--- src/hw/spicsf_map.svh ---
// Offsets, field positions, reset values of the serial port control register.
// Assumes inclusion by the flag block and its bench only.
`ifndef SPICSF_MAP_SVH
`define SPICSF_MAP_SVH

// ====================================================================
// Register address
`define SPICSF_CTRL_ADDR      4'h0

// ====================================================================
// Field positions inside the control register
`define SPICSF_BIT_DONE       7
`define SPICSF_BIT_WRITE_COLLISION_FLAG       6
`define SPICSF_BIT_MODE_FAULT_FLAG       5
`define SPICSF_BIT_OVRN       4
`define SPICSF_BIT_SSM_HI     3
`define SPICSF_BIT_SSM_LO     2
`define SPICSF_BIT_TXEMPTY    1
`define SPICSF_BIT_ENABLE     0

// ====================================================================
// Reset values
`define SPICSF_SSM_RESET      2'h1
`define SPICSF_ENABLE_RESET   1'h0

`endif

--- src/hw/spicsf_pkg.sv ---
// Types shared by the control and status flag block.
// Assumes the map header supplies all numbers.
package spicsf_pkg;

    // ====================================================================
    // Slave-select modes
    typedef enum logic [1:0] {
        SPICSF_SSM_3WIRE   = 2'h0,
        SPICSF_SSM_4W_MULTI = 2'h1,
        SPICSF_SSM_4W_LOW  = 2'h2,
        SPICSF_SSM_4W_HIGH = 2'h3
    } spicsf_ssm_t;

endpackage : spicsf_pkg

--- src/hw/spicsf_flags.sv ---
// Control register and sticky status flags of the serial port.
// Assumes a shift engine on clk supplying event pulses, and a CPU on the plain register port.
// Flags are set by one-cycle event pulses, mode fault by the select pin level, and cleared by software only.
//
// Contract
// - Set done flag when a transfer ends
// - Done flag requests interrupt when enabled
// - Flags stay set until software clears
// - Data write while busy sets collision
// - Select low, master, mode 01: fault
// - Fault and overrun also raise interrupt
// - Slave new byte over unread: overrun
// - Mode 00: three wire, pin unused
// - Mode 01 default: pin is input
// - Mode 1x: pin drives low bit
`timescale 1ns/100ps
`include "spicsf_map.svh"

module spicsf_flags
    import spicsf_pkg::*;
(
    input  wire logic       clk,
    input  wire logic       sys_rst,
    input  wire logic [3:0] reg_addr,
    input  wire logic [7:0] reg_wdata,
    input  wire logic       reg_wr,
    input  wire logic       reg_rd,
    output logic      [7:0] reg_rdata,
    input  wire logic       data_wr,
    input  wire logic       xfer_busy,
    input  wire logic       xfer_end,
    input  wire logic       rx_byte_in,
    input  wire logic       rx_unread,
    input  wire logic       master_enable_bit,
    input  wire logic       tx_empty,
    input  wire logic       irq_enable,
    input  wire logic       slave_select_pin_in,
    output logic            slave_select_pin_out,
    output logic            slave_select_pin_oe,
    output logic            slave_select_active,
    output logic            port_enable,
    output logic            irq_req
);

    // ====================================================================
    // Declarations
    logic       done_ff,  nxt_done;
    logic       write_collision_flag_ff,  nxt_write_collision_flag;
    logic       mode_fault_flag_ff,  nxt_mode_fault_flag;
    logic       ovrn_ff,  nxt_ovrn;
    logic [1:0] ssm_ff,   nxt_ssm;
    logic       en_ff,    nxt_en;
    logic [7:0] rdata_ff, nxt_rdata;
    logic       irq_ff,   nxt_irq;
    logic       ssout_ff, nxt_ssout;
    logic       ssoe_ff,  nxt_ssoe;
    logic       ssact_ff, nxt_ssact;
    logic       ss_meta_ff;
    logic       ss_sync_ff;
    logic       ctrl_wr;
    logic       ctrl_rd;
    logic       set_done;
    logic       set_write_collision_flag;
    logic       set_mode_fault_flag;
    logic       set_ovrn;

    // Sticky flag update: set beats clear, write 1 keeps
    function automatic logic sticky(input logic cur, input logic set_ev, input logic wr, input logic wbit);
        sticky = set_ev | (cur & ~(wr & ~wbit));
    endfunction : sticky

    // Register address decode, shared by write and read paths
    function automatic logic ctrl_hit(input logic [3:0] addr);
        ctrl_hit = (addr == `SPICSF_CTRL_ADDR);
    endfunction : ctrl_hit

    // ====================================================================
    // Pin synchroniser
    // Only the second stage feeds logic
    always_ff @(posedge clk) begin
        if (sys_rst) begin
            ss_meta_ff <= 1'h1;
            ss_sync_ff <= 1'h1;
        end else begin
            ss_meta_ff <= slave_select_pin_in;
            ss_sync_ff <= ss_meta_ff;
        end
    end

    // ====================================================================
    // Register strobes and flag set events
    assign ctrl_wr  = reg_wr && ctrl_hit(reg_addr);
    assign ctrl_rd  = reg_rd && ctrl_hit(reg_addr);
    assign set_done = xfer_end;
    assign set_write_collision_flag = data_wr & xfer_busy;
    assign set_mode_fault_flag = ~ss_sync_ff & master_enable_bit & (ssm_ff == SPICSF_SSM_4W_MULTI);
    assign set_ovrn = rx_byte_in & rx_unread & ~master_enable_bit;

    // ====================================================================
    // Next-state of control and flags
    always_comb begin
        // no hardware clear
        // Set wins over a same-cycle clear
        nxt_done = sticky(done_ff, set_done, ctrl_wr, reg_wdata[`SPICSF_BIT_DONE]);
        nxt_write_collision_flag = sticky(write_collision_flag_ff, set_write_collision_flag, ctrl_wr, reg_wdata[`SPICSF_BIT_WRITE_COLLISION_FLAG]);
        nxt_mode_fault_flag = sticky(mode_fault_flag_ff, set_mode_fault_flag, ctrl_wr, reg_wdata[`SPICSF_BIT_MODE_FAULT_FLAG]);
        nxt_ovrn = sticky(ovrn_ff, set_ovrn, ctrl_wr, reg_wdata[`SPICSF_BIT_OVRN]);
        // Mode and enable follow a register write
        nxt_ssm  = ctrl_wr ? reg_wdata[`SPICSF_BIT_SSM_HI:`SPICSF_BIT_SSM_LO] : ssm_ff;
        nxt_en   = ctrl_wr ? reg_wdata[`SPICSF_BIT_ENABLE] : en_ff;
    end

    // Flag and control registers
    always_ff @(posedge clk) begin
        if (sys_rst) begin
            done_ff <= 1'h0;
            write_collision_flag_ff <= 1'h0;
            mode_fault_flag_ff <= 1'h0;
            ovrn_ff <= 1'h0;
            ssm_ff  <= `SPICSF_SSM_RESET;
            en_ff   <= `SPICSF_ENABLE_RESET;
        end else begin
            done_ff <= nxt_done;
            write_collision_flag_ff <= nxt_write_collision_flag;
            mode_fault_flag_ff <= nxt_mode_fault_flag;
            ovrn_ff <= nxt_ovrn;
            ssm_ff  <= nxt_ssm;
            en_ff   <= nxt_en;
        end
    end

    // ====================================================================
    // Read data, standing one cycle after the strobe
    always_comb begin
        nxt_rdata = 8'h00;
        if (ctrl_rd) begin
            nxt_rdata = {done_ff, write_collision_flag_ff, mode_fault_flag_ff, ovrn_ff, ssm_ff, tx_empty, en_ff};
        end
    end

    // Read data register
    always_ff @(posedge clk) begin
        if (sys_rst) begin
            rdata_ff <= 8'h00;
        end else begin
            rdata_ff <= nxt_rdata;
        end
    end

    // ====================================================================
    // Interrupt request from any set flag
    always_comb begin
        nxt_irq = irq_enable & (nxt_done | nxt_mode_fault_flag | nxt_ovrn | nxt_write_collision_flag);
    end

    // Interrupt register
    always_ff @(posedge clk) begin
        if (sys_rst) begin
            irq_ff <= 1'h0;
        end else begin
            irq_ff <= nxt_irq;
        end
    end

    // ====================================================================
    // Select pin drive by mode
    // Next mode, so the pin follows a write in one cycle
    always_comb begin
        case (nxt_ssm)
            SPICSF_SSM_3WIRE: begin
                nxt_ssoe  = 1'h0;
                nxt_ssout = 1'h1;
                nxt_ssact = 1'h1;
            end
            SPICSF_SSM_4W_MULTI: begin
                nxt_ssoe  = 1'h0;
                nxt_ssout = 1'h1;
                nxt_ssact = ~ss_sync_ff;
            end
            SPICSF_SSM_4W_LOW, SPICSF_SSM_4W_HIGH: begin
                nxt_ssoe  = 1'h1;
                nxt_ssout = nxt_ssm[0];
                nxt_ssact = 1'h0;
            end
            default: begin
                nxt_ssoe  = 1'h0;
                nxt_ssout = 1'h1;
                nxt_ssact = 1'h0;
            end
        endcase
    end

    // ====================================================================
    // Select pin registers
    always_ff @(posedge clk) begin
        if (sys_rst) begin
            ssout_ff <= 1'h1;
            ssoe_ff  <= 1'h0;
            ssact_ff <= 1'h0;
        end else begin
            ssout_ff <= nxt_ssout;
            ssoe_ff  <= nxt_ssoe;
            ssact_ff <= nxt_ssact;
        end
    end

    // ====================================================================
    // Outputs straight from registers
    assign reg_rdata            = rdata_ff;
    assign irq_req              = irq_ff;
    assign slave_select_pin_out = ssout_ff;
    assign slave_select_pin_oe  = ssoe_ff;
    assign slave_select_active  = ssact_ff;
    assign port_enable          = en_ff;

endmodule : spicsf_flags

--- config.mk ---
export PLATFORM = sky130hd
export DESIGN_NAME = spicsf_flags
export DESIGN_NICKNAME = d
export VERILOG_FILES = /design/src/hw/spicsf_pkg.sv /design/src/hw/spicsf_flags.sv
export VERILOG_INCLUDE_DIRS = /design/src /design/src/hw
export SDC_FILE = /design/constraint.sdc
export NUM_CORES = 1
export LEC_CHECK = 0
export BUFFER_PORTS_ARGS = -buffer_cell sky130_fd_sc_hd__buf_2
export CELL_PAD_IN_SITES_DETAIL_PLACEMENT = 0
export CELL_PAD_IN_SITES_GLOBAL_PLACEMENT = 1
export CORE_MARGIN = 8
export CORE_UTILIZATION = 29
export DETAILED_ROUTE_END_ITERATION = 6
export GPL_TIMING_DRIVEN = 0
export PLACE_DENSITY = 0.86
export SYNTH_ARGS = -nofsm -noshare
export SYNTH_HDL_FRONTEND = slang
export SYNTH_SLANG_ARGS = --single-unit
--- constraint.sdc ---
create_clock -name clk -period 1.3 [get_ports clk]
set_input_delay 0 -clock clk [delete_from_list [all_inputs] [get_ports clk]]
set_output_delay 0 -clock clk [all_outputs]
set_load 0.02 [all_outputs]
==> summary.md, run 1 <==
| Metric | Value |
|---|---|
| Initial Utilization | `0.304` |
| Worst Tran Pin Value | `407 ps` |
| Layout fillers | `212` |
| Initial DRT Pass Iterations | `4` |
| Slew HR | `0.729` |
| Final count of pins violating max slew | `0` |
| CP endpoint | `slave_select_pin_out` |
| I/O pin count | `38` |
| Setup slack, reg-to-reg | `300 ps` |
| Cells after Synth | `62` |
| Area contributors post-synth | `dfxtp_1, and2_1, nand3b_1` |
| Top cell type's share of synthesized area | `0.602` |
| RSZ-0062 raised after global routing | `false` |
| Number of remaining DRC errors | `0` |
| Placed cell area | `876 sq um` |
| Std-Cell Rows | `17` |
| Antenna violations before repair | `0` |
| Wirelength per Cell | `11.7 microns` |
| CP Capture Type | `flop` |
| Max Fclk | `890 MHz` |
| H-tree depth | `1` |
| Kind of critical path | `in2reg` |
| Setup bufs post-CTS | `0` |
| Core area | `2190 sq um` |
| Hold Violations, Final | `0` |
| Hpwl dp | `1230 microns` |
| CTS sink cnt | `20` |
| Register area share after synthesis | `0.602` |
| Largest area contributor in the netlist | `dfxtp_1` |
| Status | `finished, final reports clean` |
| Placer Congestion | `0.745` |
| GRT Util Overall | `0.0794` |
| Combinational Power Share | `0.105` |
| Post_cts resized | `0` |
| Die ar. | `4080 sq um` |
| Nets@finish | `135` |
| Final setup viols | `0` |
| Util after Layout | `0.447` |
| Worst EP required | `1480 ps` |
| Sw Pwr | `220 uW` |
| Max FFs per register | `8` |
| GR Layer Usage met1 | `0.0822` |
| TritonCTS clock tree | `built` |
| Crit. Startpoint | `reg_addr[1]` |
| Mapped Area | `666 sq um` |
| Int Power | `796 uW` |
| Reg power frac | `0.625` |
| Number of synthesized register bits | `20` |
| CTS max path bufs | `2` |
| Clock network power share | `0.270` |
| GR Overflow Total | `0` |
| Detailed Route Iter0 Violations | `9` |
| M3 GR Usage | `0.0436` |
| Post-Syn Nets | `87` |
| Commonest non-fill, non-tap cell in the layout | `buf_2` |
| # port buffers | `35` |
| First-pass GRT wire length | `2600 microns` |
| Placed cell count | `125` |
| GRT busiest layer | `met2` |
| Pwr Density | `1040 nW/um^2` |
| Area delta synth->final | `47.0%` |
| Reg-to-reg endpoint | `slave_select_pin_out` |
| Vias in the first global route | `599` |
| Lkg Pwr | `0.480 nW` |
| Sw frac | `0.217` |
| Die Y | `63.9 microns` |
| Synth unique cells | `21` |
| DRT antenna net count | `0` |
| Setup Skew | `2.04 ps` |
| Class of the worst hold path | `in2reg` |
| CTS root buf | `clkbuf_4` |
| Share of cells above drive strength 1 | `0.407` |
| Final Cell Area | `978 sq um` |
| CP arrival | `1300 ps` |
| Vias/cell | `4.28` |
| Worst-path clk slew | `100 ps` |
| Period utilization | `0.865` |
| RR Startpoint | `ssm_ff[0]` |
| Most frequent cells in the layout | `buf_2, dfxtp_1, and2_1, dlygate4sd3_1, nor2_1` |
| CP max FO | `6` |
| Syn avg cell area | `10.7 sq um` |
| Via count | `582` |
| Routed WL | `1590 microns` |
| Warnings from Yosys | `0` |
| Met2 usage | `0.127` |
| Hold buffer count at CTS | `8` |
| Max_cap viols | `0` |
| Fin cells | `136` |
| Diodes inserted | `0` |
| Startpoint types | `input pin` |
| Max VDD drop | `368 uV` |
| Period minus WS final | `1120 ps` |
| DIE WIDTH | `63.9 microns` |
| CTS Buf Count | `3` |
| Clock latency on the worst-skew pair | `290 ps` |
| Worst Reg2Reg Path Length in Cells | `2` |
| Largest net degree at the start of global routing | `11` |
-- critical path, stage by stage --
cell and delay, ps:
buf_2 110, nor4_4 420, nand2_2 170, mux2i_2 240, or3b_1 360
-- per-stage QoR --
stage          setup WS, ps  hold slack (ps)  total power [mW]  TNS [ps]
6_report                176             3.54              1.02         0
5_1_grt                84.0             12.2              1.06         0
4_1_cts                 158            0.465              1.03         0
3_5_place_dp           -154              188             0.739      -154
3_3_place_gp           -145              184             0.737      -145
2_1_floorplan           125              104             0.687         0
-- worst min-delay path by stage --
stage                   startpoint                       to  cells after the start
6_report                   data_wr  write_collision_flag_ff                      3
5_1_grt                    data_wr  write_collision_flag_ff                      3
4_1_cts                    data_wr  write_collision_flag_ff                      3
3_5_place_dp   slave_select_pin_in               ss_meta_ff                      2
3_3_place_gp   slave_select_pin_in               ss_meta_ff                      2
2_1_floorplan  slave_select_pin_in               ss_meta_ff                      1
-- power by group through the flow --
stage | combinational [mW] | sequential, mW | clock (mW)
after detailed placement | 0.0894 | 0.650 | 0
final | 0.107 | 0.635 | 0.274
after CTS | 0.108 | 0.635 | 0.284
after global routing | 0.118 | 0.638 | 0.304
after global placement | 0.0879 | 0.649 | 0
after floorplan | 0.0327 | 0.654 | 0
-- synth_stat cells, drive strengths merged --
library cell,number
and3,1
mux2i,2
o211a,1
o21ai,1
a41oi,1
and2,8
nand2,6
nor2,6
a21oi,3
or2,2
a32oi,1
clkbuf,1
nand3b,3
dfxtp,20
a22oi,1
nand3,1
or3b,1
nor4,1
inv,2
-- layout make-up --
| type | instances | area, sq um | share of cell area |
|---|---|---|---|
| plain buffers | 1 | 3.75 | 0.00384 |
| repair buffers | 43 | 255 | 0.261 |
| clock buffers | 3 | 22.5 | 0.0230 |
| multi-input cells | 39 | 254 | 0.260 |
| well taps | 28 | 35.0 | 0.0358 |
| flip-flops and latches | 20 | 400 | 0.409 |
| inverters | 2 | 7.51 | 0.00767 |
-- logic make-up after synthesis --
| group | Yosys count | synth area share |
|---|---|---|
| AO/OA/AOI/OAI | 8 | 0.0827 |
| buffers and inverters | 3 | 0.0169 |
| flip-flops | 20 | 0.601 |
| multiplexers | 2 | 0.0357 |
| AND/OR/NAND/NOR | 29 | 0.263 |
-- routing by layer --
metal,wire (microns),share of wire,up-vias
met5,0,0,-
met3,192,0.12,2
li1,-,-,303
met2,749,0.47,23
met1,633,0.40,254
met4,14,0.0088,0
(Power assumes the default switching activity.)
==> run 2: changes to the inputs <==
CORE_UTILIZATION = 32   (was 29)
CTS_BUF_LIST = sky130_fd_sc_hd__clkbuf_8   (was default)
PLACE_DENSITY = 0.92   (was 0.86)
SETUP_SLACK_MARGIN = 0.5   (was default)
==> run 2 against run 1 <==
Against the previous run:
- register-to-register slack better by 40 ps
- the flow now finishes with violations (hold timing)
- final cell count stayed put
- fmax is 17% higher
- total power is 34% higher
- clock-buffer cell count stayed put
- sequential share of layout area is 3.5 points lower
==> summary.md, run 2 (synthesized netlist as in run 1, its figures left out) <==
| Metric | Value |
|---|---|
| Vias/cell | `4.29` |
| Most frequent cells in the layout | `buf_2, dfxtp_1, and2_1` |
| Hold Violations, Final | `1` |
| Status | `finished with violations` |
| Layout fillers | `179` |
| CP arrival | `1100 ps` |
| Class of the worst hold path | `in2reg` |
| Area delta synth->final | `63.3%` |
| Period utilization | `0.741` |
| CP Capture Type | `flop` |
| Final setup viols | `0` |
| Initial DRT Pass Iterations | `4` |
| Nets@finish | `135` |
| Share of cells above drive strength 1 | `0.569` |
| Worst Tran Pin Value | `242 ps` |
| TritonCTS clock tree | `built` |
| Antenna violations before repair | `0` |
| CTS sink cnt | `20` |
| Failing checks | `hold timing` |
| Detailed Route Iter0 Violations | `9` |
| GRT Util Overall | `0.0947` |
| Diodes inserted | `0` |
| Worst EP required | `1440 ps` |
| Multi-input logic area | `302 sq um` |
| Std-Cell Rows | `16` |
| Worst-path clk slew | `70 ps` |
| H-tree depth | `1` |
| Final count of pins violating max slew | `0` |
| Max VDD drop | `665 uV` |
| Max FFs per register | `8` |
| TNS Setup | `0 ps` |
| GR Overflow Total | `0` |
| RSZ-0062 raised after global routing | `true` |
| Lkg Pwr | `0.521 nW` |
| Vias in the first global route | `596` |
| Max Fclk | `1040 MHz` |
| Max_cap viols | `0` |
| CP max FO | `3` |
| Clock latency on the worst-skew pair | `250 ps` |
| Setup Skew | `0.967 ps` |
| Placer Congestion | `0.766` |
| Die Y | `61.6 microns` |
| Pwr Density | `1250 nW/um^2` |
| First-pass GRT wire length | `2630 microns` |
| Fin cells | `136` |
| I/O pin count | `38` |
| Slew HR | `0.834` |
| Crit path setup slack, layout | `337 ps` |
| Die ar. | `3800 sq um` |
| Startpoint types | `flop` |
| CTS Buf Count | `3` |
| DRT antenna net count | `0` |
| Core area | `1960 sq um` |
| Period minus WS final | `963 ps` |
| Via count | `584` |
| Number of remaining DRC errors | `0` |
| Initial Utilization | `0.339` |
| Pre-CTS WS | `-138 ps` |
| DIE WIDTH | `61.6 microns` |
| Reg area | `407 sq um` |
| Kind of critical path | `reg2reg` |
| # port buffers | `35` |
| CTS max path bufs | `2` |
| Wirelength per Cell | `12.8 microns` |
| CTS root buf | `clkbuf_8` |
| Placed cell count | `124` |
| Hold_ws | `-19.8 ps` |
| Commonest non-fill, non-tap cell in the layout | `buf_2` |
| Largest net degree at the start of global routing | `13` |
| Total Power | `1.36 mW` |
| Routed WL | `1740 microns` |
-- run 2: cell types whose count changed in the layout (fill, tap and decap cells not counted), moves of 2 or more --
cell           before  now
clkbuf_4            3    0
a21oi_1             3    1
buf_6               0    3
dlygate4sd3_1       8    3
buf_2              35   32
clkbuf_8            0    3
dfxtp_1            20   17
dfxtp_2             0    2
buf_4               0    5
-- run 2: repair_timing --
item                                   CTS  global route
setup endpoints to repair               10            18
buffers inserted                         4             1
endpoints found under the hold margin    4             0
pin swaps                                6             6
resized for setup                        8             9
hold buffers                             3             0
-- run 2: worst max-delay path, cell delays in order, from the launching register on --
cell and delay (ps):
dfxtp_2 340, mux2i_2 160, or3b_1 350
-- run 2: worst paths after layout --
path	startpoint	to	slack [ps]	cells past startpoint
hold / removal	xfer_end	done_ff	-20	3
setup / recovery	ssm_ff[0]	slave_select_pin_out	340	2
setup reg to reg	ssm_ff[0]	slave_select_pin_out	340	2
hold reg to reg	ss_meta_ff	ss_sync_ff	410	1
-- run 2: power by group --
| part | internal [mW] | switching [mW] | leakage [nW] |
|---|---|---|---|
| Combinational | 0.0661 | 0.0545 | 0.321 |
| Sequential | 0.627 | 0.00925 | 0.164 |
| Clock | 0.410 | 0.195 | 0.0357 |
-- run 2: metal layers --
metal / GRT usage / part of all wire / wire length [microns]
met5: 0 / 0 / 0
met4: 0.0455 / 0.0040 / 7
met3: 0.0313 / 0.11 / 199
met2: 0.170 / 0.49 / 856
met1: 0.0956 / 0.39 / 671
-- run 2: stage by stage --
step	utilization	instance area [sq um]
CTS	0.537	1050
detailed placement	0.448	880
global placement	0.448	880
finish	0.554	1090
floorplan	-	671
global route	0.554	1090
-- run 2: final cells by class --
type / instances / share of cell area
Sequential cell: 20 / 0.374
Tap cell: 27 / 0.0311
Buffer: 1 / 0.00460
Timing Repair Buffer: 43 / 0.241
Clock inverter: 1 / 0.0276
Multi-Input combinational cell: 39 / 0.277
Clock buffer: 3 / 0.0380
Inverter: 2 / 0.00690
